==> src/shared/xbfa_pkg.sv <==
// Constants, field layout and state encoding of the expansion bus master.
// Assumes a single 50 MHz core clock; all counts are in core clock cycles.

package xbfa_pkg;

    // ------------------------------------------------------------------
    // Widths
    // ------------------------------------------------------------------
    localparam int DATA_W     = 32;
    localparam int ADDR_W     = 4;
    localparam int SPACE_W    = 2;
    localparam int NUM_SPACES = 4;
    localparam int CNT_W      = 4;
    localparam int FIFO_DEPTH = 8;

    // ------------------------------------------------------------------
    // Request word layout
    // ------------------------------------------------------------------
    localparam int REQ_DATA_LSB  = 0;
    localparam int REQ_ADDR_LSB  = 32;
    localparam int REQ_SPACE_LSB = 36;
    localparam int REQ_GLUE_BIT  = 38;
    localparam int REQ_FIFO_BIT  = 39;
    localparam int REQ_WRITE_BIT = 40;
    localparam int REQ_W         = 41;

    // ------------------------------------------------------------------
    // Timing
    // ------------------------------------------------------------------
    localparam int CLK_PERIOD_NS = 20;
    localparam int WAKE_MAX_NS   = 80;
    localparam int WAKE_CYCLES   = WAKE_MAX_NS / CLK_PERIOD_NS;
    localparam logic [2:0] WAKE_DRIVE = 3'(WAKE_CYCLES - 1);
    localparam logic [2:0] BOOT_TAKE  = 3'h2;
    localparam logic [3:0] READY_EVAL_LEAD = 4'h3;
    localparam logic [4:0] EXT_MIN_SUM     = 5'h04;
    localparam logic [1:0] GLUELESS_SPACE  = 2'h3;

    // ------------------------------------------------------------------
    // Reset values
    // ------------------------------------------------------------------
    localparam logic [3:0]  RST_SEL_B = 4'hF;
    localparam logic [3:0]  RST_ADDR  = 4'h0;
    localparam logic [31:0] RST_DATA  = 32'h0000_0000;

    typedef enum logic [4:0] {
        ST_IDLE    = 5'h01,
        ST_ASETUP  = 5'h02,
        ST_ASTROBE = 5'h04,
        ST_AHOLD   = 5'h08,
        ST_FACC    = 5'h10
    } xbfa_state_t;

endpackage : xbfa_pkg

==> src/verilog/xbfa_port.sv <==
// Expansion bus master for synchronous FIFO and asynchronous peripheral
// accesses, with its request FIFO.
// Assumes requests come from logic on clock; bus pins are asynchronous.

`timescale 1ns/1ns

module xbfa_fifo #(
    parameter int WIDTH = 8,
    parameter int DEPTH = 8
) (
    // Clock and reset
    input  wire logic             clock,
    input  wire logic             rst_b,
    input  wire logic             ce,
    // Fill side
    input  wire logic             in_valid,
    output logic                  in_ready,
    input  wire logic [WIDTH-1:0] in_data,
    // Drain side
    output logic                  out_valid,
    input  wire logic             out_ready,
    output logic      [WIDTH-1:0] out_data
);
    localparam int PW = $clog2(DEPTH);

    logic [WIDTH-1:0] mem [DEPTH];
    logic [PW-1:0]    wr_ptr;
    logic [PW-1:0]    rd_ptr;
    logic [PW:0]      count;
    logic             push;
    logic             pop;
    logic [PW:0]      next_count;

    assign push       = in_valid & in_ready;
    assign pop        = out_valid & out_ready;
    assign next_count = count + {{PW{1'b0}}, push} - {{PW{1'b0}}, pop};
    assign out_data   = mem[rd_ptr];

    always_ff @(posedge clock) begin
        if (ce && push) begin
            mem[wr_ptr] <= in_data;
        end
    end

    always_ff @(posedge clock or negedge rst_b) begin
        if (!rst_b) begin
            wr_ptr    <= '0;
            rd_ptr    <= '0;
            count     <= '0;
            in_ready  <= 1'b0;
            out_valid <= 1'b0;
        end else if (ce) begin
            if (push) begin
                wr_ptr <= PW'((wr_ptr + 1'b1) % DEPTH);
            end
            if (pop) begin
                rd_ptr <= PW'((rd_ptr + 1'b1) % DEPTH);
            end
            count     <= next_count;
            // Registered flags keep the full/empty view honest
            in_ready  <= next_count != (PW + 1)'(DEPTH);
            out_valid <= next_count != '0;
        end
    end

endmodule : xbfa_fifo

module xbfa_port (
    // Clock, reset, enable
    input  wire logic        clock,
    input  wire logic        rst_b,
    input  wire logic        ce,
    // Request port
    input  wire logic        req_valid,
    output logic             req_ready,
    input  wire logic        req_write,
    input  wire logic        req_fifo_mode,
    input  wire logic        req_glueless,
    input  wire logic [1:0]  req_space,
    input  wire logic [3:0]  req_addr,
    input  wire logic [31:0] req_wdata,
    // Read answer and status
    output logic             rd_valid,
    output logic [31:0]      rd_data,
    output logic             busy,
    output logic             boot_valid,
    output logic [31:0]      boot_config,
    // Per-space timing, four bits per space, space 0 lowest
    input  wire logic [15:0] read_setup_count,
    input  wire logic [15:0] read_strobe_count,
    input  wire logic [15:0] read_hold_count,
    input  wire logic [15:0] write_setup_count,
    input  wire logic [15:0] write_strobe_count,
    input  wire logic [15:0] write_hold_count,
    // Bus control and address pins, bit 3 of selects is space three
    output logic [3:0]       chip_space_select_b,
    output logic [3:0]       byte_enable_or_low_address,
    output logic             read_strobe_b,
    output logic             output_enable_strobe_b,
    output logic             write_strobe_or_wait_b,
    output logic             fifo_bus_clock,
    output logic             ctrl_oe,
    // Data pins
    input  wire logic [31:0] expansion_data_lines_in,
    output logic [31:0]      expansion_data_lines_out,
    output logic             expansion_data_lines_oe,
    // Ready pin
    input  wire logic        peripheral_ready_input
);

    // ------------------------------------------------------------------
    // Helpers
    // ------------------------------------------------------------------
    function automatic logic [3:0] fn_pick(input logic [15:0] v,
                                           input logic [1:0]  sp);
        fn_pick = v[{sp, 2'b00} +: 4];
    endfunction : fn_pick

    // Zero is taken as one cycle so every phase is seen on the pins
    function automatic logic [3:0] fn_eff(input logic [3:0] x);
        fn_eff = (x == 4'h0) ? 4'h1 : x;
    endfunction : fn_eff

    // ------------------------------------------------------------------
    // Request FIFO
    // ------------------------------------------------------------------
    logic [xbfa_pkg::REQ_W-1:0] fifo_in;
    logic [xbfa_pkg::REQ_W-1:0] fifo_out;
    logic                       fifo_valid;
    logic                       take;

    assign fifo_in = {req_write, req_fifo_mode, req_glueless, req_space,
                      req_addr, req_wdata};

    xbfa_fifo #(
        .WIDTH (xbfa_pkg::REQ_W),
        .DEPTH (xbfa_pkg::FIFO_DEPTH)
    ) u_fifo (
        .clock     (clock),
        .rst_b     (rst_b),
        .ce        (ce),
        .in_valid  (req_valid),
        .in_ready  (req_ready),
        .in_data   (fifo_in),
        .out_valid (fifo_valid),
        .out_ready (take),
        .out_data  (fifo_out)
    );

    // ------------------------------------------------------------------
    // Input synchronisers
    // ------------------------------------------------------------------
    logic        rdy_s1;
    logic        rdy_s2;
    logic [31:0] dat_s1;
    logic [31:0] dat_s2;

    always_ff @(posedge clock or negedge rst_b) begin
        if (!rst_b) begin
            rdy_s1 <= 1'b0;
            rdy_s2 <= 1'b0;
            dat_s1 <= xbfa_pkg::RST_DATA;
            dat_s2 <= xbfa_pkg::RST_DATA;
        end else if (ce) begin
            rdy_s1 <= peripheral_ready_input;
            rdy_s2 <= rdy_s1;
            dat_s1 <= expansion_data_lines_in;
            dat_s2 <= dat_s1;
        end
    end

    // ------------------------------------------------------------------
    // Wake-up after reset and boot configuration
    // ------------------------------------------------------------------
    logic [2:0] wake;
    logic       awake;

    assign awake = wake == xbfa_pkg::WAKE_DRIVE;

    always_ff @(posedge clock or negedge rst_b) begin
        if (!rst_b) begin
            wake <= 3'h0;
        end else if (ce && !awake) begin
            wake <= wake + 3'h1;
        end
    end

    // Pins tristate at once under reset, driven once wake completes
    always_ff @(posedge clock or negedge rst_b) begin
        if (!rst_b) begin
            ctrl_oe <= 1'b0;
        end else if (ce && awake) begin
            ctrl_oe <= 1'b1;
        end
    end

    // Sampled once the synchroniser has filled with the strap levels
    always_ff @(posedge clock or negedge rst_b) begin
        if (!rst_b) begin
            boot_valid  <= 1'b0;
            boot_config <= xbfa_pkg::RST_DATA;
        end else if (ce && !boot_valid && wake == xbfa_pkg::BOOT_TAKE) begin
            boot_valid  <= 1'b1;
            boot_config <= dat_s2;
        end
    end

    // ------------------------------------------------------------------
    // FIFO bus clock, core clock divided by two
    // ------------------------------------------------------------------
    logic rise_next;

    assign rise_next = awake && !fifo_bus_clock;

    always_ff @(posedge clock or negedge rst_b) begin
        if (!rst_b) begin
            fifo_bus_clock <= 1'b0;
        end else if (ce && awake) begin
            fifo_bus_clock <= !fifo_bus_clock;
        end
    end

    // ------------------------------------------------------------------
    // Access sequencer
    // ------------------------------------------------------------------
    xbfa_pkg::xbfa_state_t state;
    logic        cur_write;
    logic        cur_glue;
    logic [1:0]  cur_space;
    logic [3:0]  cur_addr;
    logic [31:0] cur_data;
    logic [3:0]  t_setup;
    logic [3:0]  t_strobe;
    logic [3:0]  t_hold;
    logic [3:0]  cnt;
    logic [1:0]  fstep;
    logic [3:0]  eval_at;
    logic        may_extend;
    logic [3:0]  sel_code;

    assign take = ce && awake && boot_valid && fifo_valid
                  && state == xbfa_pkg::ST_IDLE;
    assign may_extend = ({1'b0, t_setup} + {1'b0, t_strobe})
                        >= xbfa_pkg::EXT_MIN_SUM;
    assign eval_at = (t_strobe >= xbfa_pkg::READY_EVAL_LEAD)
                     ? t_strobe - xbfa_pkg::READY_EVAL_LEAD
                     : 4'h0;
    assign sel_code = ~(4'h1 << cur_space);

    always_ff @(posedge clock or negedge rst_b) begin
        if (!rst_b) begin
            state     <= xbfa_pkg::ST_IDLE;
            cur_write <= 1'b0;
            cur_glue  <= 1'b0;
            cur_space <= 2'h0;
            cur_addr  <= xbfa_pkg::RST_ADDR;
            cur_data  <= xbfa_pkg::RST_DATA;
            t_setup   <= 4'h1;
            t_strobe  <= 4'h1;
            t_hold    <= 4'h1;
            cnt       <= 4'h0;
            fstep     <= 2'h0;
        end else if (ce) begin
            case (state)
                xbfa_pkg::ST_IDLE: begin
                    if (take) begin
                        cur_write <= fifo_out[xbfa_pkg::REQ_WRITE_BIT];
                        cur_space <= fifo_out[xbfa_pkg::REQ_SPACE_LSB +: 2];
                        cur_addr  <= fifo_out[xbfa_pkg::REQ_ADDR_LSB +: 4];
                        cur_data  <= fifo_out[xbfa_pkg::REQ_DATA_LSB +: 32];
                        // Glueless fallback to standard outside space three
                        cur_glue  <= fifo_out[xbfa_pkg::REQ_GLUE_BIT]
                                     && fifo_out[xbfa_pkg::REQ_SPACE_LSB +: 2]
                                        == xbfa_pkg::GLUELESS_SPACE;
                        cnt       <= 4'h0;
                        fstep     <= 2'h0;
                        if (fifo_out[xbfa_pkg::REQ_WRITE_BIT]) begin
                            t_setup  <= fn_eff(fn_pick(write_setup_count,
                                fifo_out[xbfa_pkg::REQ_SPACE_LSB +: 2]));
                            t_strobe <= fn_eff(fn_pick(write_strobe_count,
                                fifo_out[xbfa_pkg::REQ_SPACE_LSB +: 2]));
                            t_hold   <= fn_eff(fn_pick(write_hold_count,
                                fifo_out[xbfa_pkg::REQ_SPACE_LSB +: 2]));
                        end else begin
                            t_setup  <= fn_eff(fn_pick(read_setup_count,
                                fifo_out[xbfa_pkg::REQ_SPACE_LSB +: 2]));
                            t_strobe <= fn_eff(fn_pick(read_strobe_count,
                                fifo_out[xbfa_pkg::REQ_SPACE_LSB +: 2]));
                            t_hold   <= fn_eff(fn_pick(read_hold_count,
                                fifo_out[xbfa_pkg::REQ_SPACE_LSB +: 2]));
                        end
                        state <= fifo_out[xbfa_pkg::REQ_FIFO_BIT]
                                 ? xbfa_pkg::ST_FACC : xbfa_pkg::ST_ASETUP;
                    end
                end
                xbfa_pkg::ST_ASETUP: begin
                    if (cnt == t_setup - 4'h1) begin
                        cnt   <= 4'h0;
                        state <= xbfa_pkg::ST_ASTROBE;
                    end else begin
                        cnt <= cnt + 4'h1;
                    end
                end
                xbfa_pkg::ST_ASTROBE: begin
                    if (may_extend && cnt == eval_at && !rdy_s2) begin
                        cnt <= cnt;
                    end else if (cnt == t_strobe - 4'h1) begin
                        cnt   <= 4'h0;
                        state <= xbfa_pkg::ST_AHOLD;
                    end else begin
                        cnt <= cnt + 4'h1;
                    end
                end
                xbfa_pkg::ST_AHOLD: begin
                    if (cnt == t_hold - 4'h1) begin
                        cnt   <= 4'h0;
                        state <= xbfa_pkg::ST_IDLE;
                    end else begin
                        cnt <= cnt + 4'h1;
                    end
                end
                xbfa_pkg::ST_FACC: begin
                    if (rise_next) begin
                        fstep <= fstep + 2'h1;
                        if (fstep == 2'h2
                            || (fstep == 2'h1 && (cur_write || cur_glue))) begin
                            state <= xbfa_pkg::ST_IDLE;
                        end
                    end
                end
                default: begin
                    state <= xbfa_pkg::ST_IDLE;
                end
            endcase
        end
    end

    // ------------------------------------------------------------------
    // Pin drivers, registered
    // ------------------------------------------------------------------
    logic a_done;

    // Last strobe cycle of an asynchronous access
    assign a_done = state == xbfa_pkg::ST_ASTROBE
                    && !(may_extend && cnt == eval_at && !rdy_s2)
                    && cnt == t_strobe - 4'h1;

    always_ff @(posedge clock or negedge rst_b) begin
        if (!rst_b) begin
            chip_space_select_b        <= xbfa_pkg::RST_SEL_B;
            byte_enable_or_low_address <= xbfa_pkg::RST_ADDR;
            read_strobe_b              <= 1'b1;
            output_enable_strobe_b     <= 1'b1;
            write_strobe_or_wait_b     <= 1'b1;
            expansion_data_lines_out   <= xbfa_pkg::RST_DATA;
            expansion_data_lines_oe    <= 1'b0;
        end else if (ce) begin
            case (state)
                xbfa_pkg::ST_IDLE: begin
                    if (take && !fifo_out[xbfa_pkg::REQ_FIFO_BIT]) begin
                        chip_space_select_b <= ~(4'h1 <<
                            fifo_out[xbfa_pkg::REQ_SPACE_LSB +: 2]);
                        byte_enable_or_low_address <=
                            fifo_out[xbfa_pkg::REQ_ADDR_LSB +: 4];
                        output_enable_strobe_b <=
                            fifo_out[xbfa_pkg::REQ_WRITE_BIT];
                        expansion_data_lines_out <=
                            fifo_out[xbfa_pkg::REQ_DATA_LSB +: 32];
                        expansion_data_lines_oe <=
                            fifo_out[xbfa_pkg::REQ_WRITE_BIT];
                    end
                end
                xbfa_pkg::ST_ASETUP: begin
                    if (cnt == t_setup - 4'h1) begin
                        read_strobe_b          <= cur_write;
                        write_strobe_or_wait_b <= !cur_write;
                    end
                end
                xbfa_pkg::ST_ASTROBE: begin
                    if (a_done) begin
                        read_strobe_b          <= 1'b1;
                        write_strobe_or_wait_b <= 1'b1;
                    end
                end
                xbfa_pkg::ST_AHOLD: begin
                    if (cnt == t_hold - 4'h1) begin
                        chip_space_select_b     <= xbfa_pkg::RST_SEL_B;
                        output_enable_strobe_b  <= 1'b1;
                        expansion_data_lines_oe <= 1'b0;
                    end
                end
                xbfa_pkg::ST_FACC: begin
                    if (rise_next) begin
                        if (fstep == 2'h0) begin
                            chip_space_select_b        <= sel_code;
                            byte_enable_or_low_address <= cur_addr;
                            write_strobe_or_wait_b     <= !cur_write;
                            output_enable_strobe_b     <= cur_write;
                            read_strobe_b <= !(cur_glue && !cur_write);
                            expansion_data_lines_out   <= cur_data;
                            expansion_data_lines_oe    <= cur_write;
                        end else if (fstep == 2'h1 && !cur_write
                                     && !cur_glue) begin
                            read_strobe_b <= 1'b0;
                        end else begin
                            chip_space_select_b     <= xbfa_pkg::RST_SEL_B;
                            read_strobe_b           <= 1'b1;
                            output_enable_strobe_b  <= 1'b1;
                            write_strobe_or_wait_b  <= 1'b1;
                            expansion_data_lines_oe <= 1'b0;
                        end
                    end
                end
                default: begin
                    chip_space_select_b <= xbfa_pkg::RST_SEL_B;
                end
            endcase
        end
    end

    // ------------------------------------------------------------------
    // Read data capture
    // ------------------------------------------------------------------
    logic f_cap;
    logic cap_d1;
    logic cap_d2;

    // Pins reach dat_s2 two cycles late, so the capture waits two cycles
    // and sees the pins as they stood at the releasing edge
    assign f_cap = state == xbfa_pkg::ST_FACC && rise_next && !cur_write
                   && (fstep == 2'h2 || (fstep == 2'h1 && cur_glue));

    always_ff @(posedge clock or negedge rst_b) begin
        if (!rst_b) begin
            rd_valid <= 1'b0;
            rd_data  <= xbfa_pkg::RST_DATA;
            busy     <= 1'b0;
            cap_d1   <= 1'b0;
            cap_d2   <= 1'b0;
        end else if (ce) begin
            rd_valid <= 1'b0;
            busy     <= state != xbfa_pkg::ST_IDLE || take;
            cap_d1   <= (a_done && !cur_write) || f_cap;
            cap_d2   <= cap_d1;
            if (cap_d2) begin
                rd_valid <= 1'b1;
                rd_data  <= dat_s2;
            end
        end
    end

endmodule : xbfa_port

==> config.mk <==
export PLATFORM = sky130hd
export DESIGN_NAME = xbfa_port
export DESIGN_NICKNAME = d
export VERILOG_FILES = /design/src/shared/xbfa_pkg.sv /design/src/verilog/xbfa_port.sv
export SDC_FILE = /design/constraint.sdc
export NUM_CORES = 1
export LEC_CHECK = 0
export BUFFER_PORTS_ARGS = -buffer_cell sky130_fd_sc_hd__buf_2
export CORE_UTILIZATION = 45
export DETAILED_ROUTE_END_ITERATION = 16
export PLACE_DENSITY = 0.65
export SYNTH_ARGS = -nofsm -noshare
export SYNTH_HDL_FRONTEND = slang
export SYNTH_SLANG_ARGS = --single-unit
==> constraint.sdc <==
create_clock -name clock -period 4.6 [get_ports clock]
set_input_delay 0.69 -clock clock [delete_from_list [all_inputs] [get_ports clock]]
set_output_delay 0.69 -clock clock [all_outputs]
set_load 0.02 [all_outputs]
---- Yosys cells after proc, flatten, opt, wreduce, memory -nomap -nowiden ----
Memory sizes are Yosys's and may differ from the RTL's.
Cells that the tools add are included.
cells by class
  add/subtract/negate cells ............... 12
  order comparisons ....................... 2
  equal/unequal tests ..................... 27
  shift-type cells ........................ 8
  muxes and demuxes ....................... 66
  bitwise gates (word level) .............. 5
  reductions and logical operators ........ 63
operators by type and width
  cell                 number
  $mux 32              3
  $shiftx 16x5->4      6
  $mux 4               23
  $pmux 32 s2          1
  $mux 5               8
  $pmux 4 s4           2
  $pmux 5 s5           1
  $logic_and 1x1->1    24
  $logic_not 4->1      6
  $mux 1               20
  $reduce_and 6->1     3
  $eq 4x4->1           4
  $ne 2x2->1 const B   8
  $pmux 1 s3           4
  $sub 4x1->4 const B  3
  $reduce_and 5->1     2
  $add 3x1->3 const B  3
  $logic_not 1->1      9
  $not 4->4            2
  $pmux 4 s2           1
  $reduce_and 4->1     2
  $reduce_and 8->1     1
  $reduce_bool 4->1    2
  $shl 1x2->4 const A  2
  other kinds (31)     43
storage, ports and cells
  flip-flop bits (word level) ............. 259
  RAM bits ................................ 328
  input bits .............................. 174
  output and inout port bits .............. 114
  logic and storage cells ................. 221
  memories kept ........................... 1
memories
  memory      depth  bits a word  rd ports  clocked after Yosys merged registers in  write ports  line             RTL
  u_fifo.mem  8      41           1         0                                        1            xbfa_port.sv:26  logic [WIDTH-1:0] mem [DEPTH];

---- Depth between registers and ports, before layout ----
Gate-level depths: netlist (run 1).
  depth after elaboration ................. 10
  gate-level depth with buffers ........... 15
  gate-level depth less buffers ........... 14

---- By module ----
Synthesis (run 1) repeated with hierarchy kept, for this count alone.
unflattened totals
  cell total of the unflattened synthesis .. 1384
  area, all modules ....................... 24587.3 µm²
by module, submodules not included
  module     times used  cells an instance  area an instance (µm²)  seq. area each (µm²)
  xbfa_fifo  1           545                13198.9                 10149.7
  xbfa_port  1           839                11388.4                 6194.7

---- Worst setup path before layout (run 1) ----
OpenSTA, ideal clock, no wires.
  kind .................................... input-to-reg
  from .................................... input port ce
  to ...................................... memory u_fifo.mem[0][0] in the netlist's numbering (enable)
  setup time .............................. 490 ps
  arrival ................................. 4550 ps
  required time ........................... 4110 ps
  slack ................................... -440 ps
  stages .................................. 5
  path buffers ............................ 2
  cell sequence ........................... clkbuf_1 -> clkbuf_1 -> nand2_1 -> or2_2 -> nor3_1
between the ends
  word-level cells in the longest chain between the ends .. 3
ends and longest elaborated chain
  element                       line             RTL
  from (decl)                   xbfa_port.sv:72  input wire logic ce,
  $logic_and 1x1->1             xbfa_port.sv:40  if (ce && push) begin
  $mux 1                        xbfa_port.sv:40
  $mux 1 (implied by the code)  xbfa_port.sv:41  mem[wr_ptr] <= in_data;
  to (decl)                     xbfa_port.sv:26
No other way between the ends.

---- Worst setup path after layout (run 1) ----
  from .................................... register state[3]
  to ...................................... register u_fifo.out_valid
between the ends
  word-level cells in the longest chain between the ends .. 5
ends and longest elaborated chain
  element                 line              RTL
  from (decl)             xbfa_port.sv:226  xbfa_pkg::xbfa_state_t state;
  from (signal assigned)  xbfa_port.sv:252  state <= xbfa_pkg::ST_IDLE;
  from (signal assigned)  xbfa_port.sv:292  state <= fifo_out[xbfa_pkg::REQ_FIFO_BIT]
  from (signal assigned)  xbfa_port.sv:299  state <= xbfa_pkg::ST_ASTROBE;
  $eq 5x1->1              xbfa_port.sv:242  && state == xbfa_pkg::ST_IDLE;
  $logic_and 1x1->1       xbfa_port.sv:242
  $and 1x1->1             xbfa_port.sv:35   assign pop = out_valid & out_ready;
  $sub 4x1->4             xbfa_port.sv:36   assign next_count = count + {{PW{1'b0}}, push} - {{PW{1'b0}}, pop};
  $reduce_bool 4->1       xbfa_port.sv:62   out_valid <= next_count != '0;
  to (signal assigned)    xbfa_port.sv:51   out_valid <= 1'b0;
  to (signal assigned)    xbfa_port.sv:62
  to (decl)               xbfa_port.sv:20   output logic out_valid,
No other way between the ends.
A chain may end at the register's enable or synchronous reset.

==> results of run 1 <==
## through the flow
stage	total power, uW	std cells	utilization
after floorplan	11050	1553	-
after global placement	12520	2470	0.5022
after detailed placement	12680	2470	0.5022
after CTS	17570	2582	0.5402
after global routing	18360	2584	0.5403
final	17360	2587	0.5404
## where the power goes
| group | internal (uW) | leakage, uW | switching [uW] |
|---|---|---|---|
| clock | 2860 | 0.000994 | 2010 |
| sequential | 6620 | 0.00619 | 694 |
| combinational | 2240 | 0.00414 | 2940 |
## layer usage
metal	vias up	global-route usage	share of wire
li1	6437	-	-
met1	7129	0.2653	0.44
met2	347	0.3192	0.49
met3	78	0.03597	0.053
met4	8	0.05081	0.017
met5	-	0	0.00087
## layout make-up
type / count / area (sq um)
fill: 4319 / 24340
clock inverter: 27 / 276.5
timing repair buffer: 312 / 1674
multi-input combinational: 861 / 7627
sequential: 587 / 16360
tap: 688 / 860.8
inverter: 22 / 82.58
clock buffer: 85 / 1738
antenna: 5 / 12.51
## cell families after synthesis
kind of cell	after synthesis	share of synthesized area
AOI/OAI and AO/OA	190	0.04509
and+or+nand+nor	289	0.05465
xor gates and xnor gates	29	0.01044
buffers and inverters	105	0.01933
adders and majority gates	23	0.01244
DFF	587	0.6716
muxes	330	0.1865
## layout by cell type, fill, tap and decap left out, types with 62 or more instances in the layout
cell type,n
dfrtp_1,245
nor2_1,62
o21ai_0,84
nand2_1,122
mux2_2,139
buf_2,285
clkbuf_16,62
mux2i_1,101
edfxtp_1,328
mux4_2,82
## state kept, by name, summed over array words and instances (netlist names), 2 cells and up
| name | count |
|---|---|
| u_fifo.mem | 328 |
| boot_config | 32 |
| cur_data | 32 |
| dat_s1 | 32 |
| dat_s2 | 32 |
| expansion_data_lines_out | 32 |
| rd_data | 32 |
| state | 5 |
| byte_enable_or_low_address | 4 |
| chip_space_select_b | 4 |
| cnt | 4 |
| cur_addr | 4 |
| t_hold | 4 |
| t_setup | 4 |
| t_strobe | 4 |
| u_fifo.count | 4 |
| u_fifo.rd_ptr | 3 |
| u_fifo.wr_ptr | 3 |
| wake | 3 |
| cur_space | 2 |
| fstep | 2 |
## worst reg2reg max path, stage by stage (launching register included)
cell	delay, ps
dfrtp_1	420
nor2_1	270
nand3_1	180
or3_4	560
inv_1	200
ha_1	260
inv_1	50
ha_1	150
inv_1	60
fa_1	520
nand2_1	60
nor3_1	220
nor2b_1	160
nor2_1	60
## worst paths after layout
kind | start | to | slack (ps) | cells after the start
max in group asynchronous | rst_b | read_strobe_b$_DFFE_PN1P_ | 3350 | 2
worst max-delay path | state[3]$_DFFE_PN0P_ | u_fifo.out_valid$_DFFE_PN0P_ | 1330 | 13
min in group clock | expansion_data_lines_in[19] | dat_s1[19]$_DFFE_PN0P_ | 320 | 2
worst min register to register | cur_addr[2]$_DFFE_PN0P_ | cur_addr[2]$_DFFE_PN0P_ | 480 | 2
worst max register to register | state[3]$_DFFE_PN0P_ | u_fifo.out_valid$_DFFE_PN0P_ | 1330 | 13
worst min-delay path | rst_b | dat_s2[15]$_DFFE_PN0P_ | 200 | 1
==> metrics, run 1 <==
run status finished, final reports clean; skew final 24.99 ps; number of flops mapped to enable cells by yosys 328; worst-margin pin slew 1094 ps; fin area 28630 sq um; Die Height 234.6 um; Crit-path slowest cell or3_4; Slew Viols, Final 0; synthesized area 24340 sq um; Initial Util 0.4594; Congestion Overflow GR 0; nets@finish 2040; CTS tree built; Bufs on Longest Clock Path 3; Post-DP Area 26600 sq um; final worst slack approximately 1300 ps; row count 84; first-pass GRT wire length approximately 82000 um; later-pin clock latency in the skew report 620 ps; # H-tree levels 2; Syn. warnings 0; Yosys top cell by area edfxtp_1; Synth top cells by count edfxtp_1, dfrtp_1, mux2_2; Core Region 52970 sq um; Post-synth top flop edfxtp_1; Worst Setup End Kind flip-flop; layout cell share with drive strength beyond 1 0.3522; die width 234.6 um; CP Max Fanout 30; max-cap violation count 0; Post-DP HPWL 33060 um; post-CTS setup buffer count 0; Final Wtd Congestion 0.8032; vias in the first global route 14210; CTS resizes 0; antenna-violating nets left 0; relative slew slack 0.2551; Synthesized Nets 1750; static leakage ~0.011 uW; Synth Area per Inst 15.67 sq um; Tcrit/Tclk final 0.7113; drt wl/cell 20.44 um; power per cell area 606.5 nW/um^2; Iter 0 DRT Violations 854; most common cell in the netlist edfxtp_1; Setup CP Type flip-flop to flip-flop; sequential fraction of the synthesis area 0.6716; Fin. Hold Viols 0; synth top area cells edfxtp_1, dfrtp_1, mux4_2; Startpoint Class flip-flop; share of the synthesized area in the top cell type 0.4047; gr usage total 0.1939; Post-Synthesis Cells 1553; delay-heaviest family, CP simple AND/OR/NAND/NOR gates; Cell variety after synth 67; setup tns final 0 ps; root buf cell clkbuf_16; post-synthesis async set-or-reset flop share 0.4412; Placement Setup Slack 1292 ps; via count between 10000 and 15000; Port-buffer cells 287; Hold Slack 195.5 ps; top achievable clock speed between 300 and 400 MHz; #FFs+latches synth 587; VDD IR max 0.0004098 V; unrepaired setup endpoints after global routing no; hold buffer count at CTS 0; largest net degree at the start of global routing 129; Clk pin slew, worst setup/hold paths approximately 60 ps; CP peak stage delay about 560 ps; crit-path cells nor2_1 > nand3_1 > or3_4 > inv_1 > ha_1 > inv_1 > ha_1 > inv_1 > fa_1 > nand2_1 > nor3_1 > nor2b_1 > nor2_1; WP data arrival 3770 ps; area delta synth->final 17.63%; final setup vio count 0; worst path buffer plus inverter count 3; via/cell ratio 5.411; CTS buffer count 59; die area 55020 sq um; DRT Wirelength 52890 um; DRC 0; Worst Hold Class input port to asynchronous set/reset pin; Crit path required time 5100 ps; I/O Pins 288; antenna violations before repair 9; Period minus WS final 3272 ps; CTS sink cnt 587; Most Frequent Cell on Critical Path inv_1; drt first pass iters 5
Note: power is estimated with default switching activity, not from simulation.
==> run 2, diff against run 1 <==
- PLACE_DENSITY: 0.65 -> 0.68
- clock period: 4.6 -> 3 ns (I/O delays scaled with it)
==> run 2 against run 1 <==
Wire length fell by 0.15%. Register-to-register slack got worse by 1200 ps. Total power rose by 54%. Die area did not move. Largest power group unchanged.
==> metrics, run 2 (same netlist as run 1, synthesis figures left out) <==
run status finished, final reports clean (unchanged); Clk pin slew, worst setup/hold paths 60 ps (about the same); Tcrit/Tclk final 0.9557 (was 0.7113); Setup CP Type flip-flop to flip-flop (unchanged); final setup vio count 0 (unchanged); P_int 18080 uW (was 11720 uW); FF-to-FF path depth 14 (was 13); Worst Hold Class input port to flip-flop (was input port to asynchronous set/reset pin); switching power share of the total 0.3246 (was 0.3252); Hold EP dat_s1[8]$_DFFE_PN0P_; Die Height 234.6 um (unchanged); # H-tree levels 2 (unchanged); Most Frequent Cell on Critical Path ha_1 (was inv_1); Worst Setup End Kind flip-flop (unchanged); skew final 32.91 ps (was 24.99 ps); Congestion Overflow GR 0 (unchanged); Clk network pwr share 0.277 (was 0.280); antenna violations before repair 7 (was 9); Initial Util 0.4594 (unchanged); via/cell ratio 5.382 (was 5.411); drt first pass iters 5 (unchanged); VDD IR max 0.0007000 V (was 0.0004098 V); CTS tree built (unchanged); via count 14020 (was 14000); Crit-path slowest cell fa_1 (was or3_4); commonest cells after routing, fill and taps aside edfxtp_1, buf_2, dfrtp_1 (unchanged); Reg2Reg Setup Slack 130 ps (was 1330 ps); DRT Wirelength 52810 um (was 52890 um); commonest non-fill, non-tap cell in the layout edfxtp_1 (unchanged); largest net degree at the start of global routing 103 (was 129); Cells after DPL 2485 (was 2470); row count 84 (unchanged); Period minus WS final 2867 ps (was 3272 ps); later-pin clock latency in the skew report 630 ps (was 620 ps); Port-buffer cells 287 (unchanged); Post-DP HPWL 32620 um (was 33060 um); die area 55020 sq um (unchanged); Reg2Reg Launch Point wake[1]$_DFFE_PN0P_ (was state[3]$_DFFE_PN0P_); Filler cells 4280 (was 4319); relative slew slack 0.2515 (was 0.2551); CP Max Fanout 4 (was 30); Reg with most FFs u_fifo.mem (unchanged); DRC 0 (unchanged); root buf cell clkbuf_16 (unchanged); Post-DP Area 26840 sq um (was 26600 sq um); first-pass GRT wire length 81440 um (was 81630 um); layout cell share with drive strength beyond 1 0.3589 (was 0.3522); drt wl/cell 20.27 um (was 20.44 um); CTS buffer count 59 (unchanged); top achievable clock speed 348.8 MHz (was 305.6 MHz); vias in the first global route 14360 (was 14210); fin area 28880 sq um (was 28630 sq um); unrepaired setup endpoints after global routing yes (was no); Slew Viols, Final 0 (unchanged); Worst Hold Depth 2; Final Instance Count excl. Fillers 2605 (was 2587); Fin. Hold Viols 0 (unchanged); WP data arrival 3360 ps (was 3770 ps); Final Wtd Congestion 0.8044 (was 0.8032); Reg power frac 0.415 (was 0.421); Psw 8687 uW (was 5646 uW); Comb pwr share 0.308 (was 0.299); gr usage total 0.1933 (was 0.1939); Crit path required time 3490 ps (was 5100 ps); Iter 0 DRT Violations 750 (was 854); Core Region 52970 sq um (unchanged); crit-path cells ha_1 > ha_1 > nand2_1 > or3_4 > inv_1 > ha_1 > inv_1 > ha_1 > inv_1 > fa_1 > xnor2_1 > nor3_2 > nor2b_1 > nor2_1 (was nor2_1 > nand3_1 > or3_4 > inv_1 > ha_1 > inv_1 > ha_1 > inv_1 > fa_1 > nand2_1 > nor3_1 > nor2b_1 > nor2_1); CP peak stage delay 410 ps (was 560 ps); max-cap violation count 0 (unchanged); CTS sink cnt 587 (unchanged); I/O Pins 288 (unchanged); Startpoint Class flip-flop (unchanged); max reg flops 328 (unchanged); area delta synth->final 18.68% (was 17.63%); nets@finish 2061 (was 2040); static leakage 0.01144 uW (was 0.01132 uW); HP Start expansion_data_lines_in[8]; FF-to-FF End u_fifo.out_valid$_DFFE_PN0P_ (unchanged); die width 234.6 um (unchanged); worst-margin pin slew 1123 ps (was 1094 ps); antenna-violating nets left 0 (unchanged); Bufs on Longest Clock Path 3 (unchanged); power per cell area 926.7 nW/um^2 (was 606.5 nW/um^2)
run 2: worst max-delay path: cells and delay by family, from the launching register on:
family / cells / cell delay [ps]
DFF: 1 / 370
adders and majority gates: 5 / 1140
xor gates and xnor gates: 1 / 160
buffers and inverters: 3 / 200
and+or+nand+nor: 5 / 880
run 2: power groups by stage:
stage | clock network [uW] | registers, uW | logic (uW)
after CTS | 7590 | 11100 | 8320
after floorplan | 0 | 11800 | 5170
after global routing | 7890 | 11300 | 9050
after detailed placement | 0 | 11300 | 8290
final | 7410 | 11100 | 8250
after global placement | 0 | 11200 | 8110
run 2: routing by layer:
| layer | track usage | routed length [um] | vias to the layer above | part of all wire |
|---|---|---|---|---|
| li1 | - | - | 6461 | - |
| met1 | 0.2534 | 22670 | 7146 | 0.43 |
| met2 | 0.3276 | 26240 | 323 | 0.50 |
| met3 | 0.04058 | 2893 | 79 | 0.055 |
| met4 | 0.04899 | 940 | 10 | 0.018 |
| met5 | 0 | 70 | - | 0.0013 |
run 2: worst max path at each step:
| stage | startpoint | to | slack (ps) | cells after the start |
|---|---|---|---|---|
| 5_1_grt | wake[0]$_DFFE_PN0P_ | u_fifo.out_valid$_DFFE_PN0P_ | -20 | 14 |
| 4_1_cts | wake[0]$_DFFE_PN0P_ | u_fifo.out_valid$_DFFE_PN0P_ | 60 | 14 |
| 3_3_place_gp | wake[0]$_DFFE_PN0P_ | u_fifo.out_valid$_DFFE_PN0P_ | 130 | 14 |
| 3_5_place_dp | wake[0]$_DFFE_PN0P_ | u_fifo.out_valid$_DFFE_PN0P_ | 90 | 14 |
| 6_report | wake[1]$_DFFE_PN0P_ | u_fifo.out_valid$_DFFE_PN0P_ | 130 | 14 |
| 2_1_floorplan | ce | u_fifo.mem[2][0]$_DFFE_PP_ | -590 | 5 |
run 2: repair_timing:
item | 4_1_cts | 5_1_grt
hold buffers | 1 | 0
setup buffers | 0 | 5
gates resized for setup | 0 | 2
hold endpoints to repair | 53 | 0
setup endpoints to repair | 0 | 5
run 2: cell type report:
class / count / area, sq um / area share
Antenna cell: 3 / 7.507 / 0.0002599
Sequential cell: 587 / 16360 / 0.5663
Tap cell: 688 / 860.8 / 0.02980
Timing Repair Buffer: 333 / 1959 / 0.06784
Inverter: 22 / 82.58 / 0.002859
Multi-Input combinational cell: 861 / 7635 / 0.2643
Clock buffer: 73 / 1599 / 0.05536
Clock inverter: 38 / 382.9 / 0.01326
run 2: per-stage QoR:
| stage | hold WS (ps) | setup WS, ps | total power (uW) | util | TNS (ps) |
|---|---|---|---|---|---|
| after floorplan | 154.4 | -590.7 | 16940 | - | -91060 |
| after global placement | 401.0 | 130.4 | 19290 | 0.5067 | 0 |
| after detailed placement | 410.0 | 90.71 | 19550 | 0.5067 | 0 |
| after CTS | 25.39 | 59.78 | 27040 | 0.5443 | 0 |
| after global routing | 43.67 | -20.49 | 28240 | 0.5452 | -20.49 |
| final | 74.17 | 132.9 | 26770 | 0.5453 | 0 |
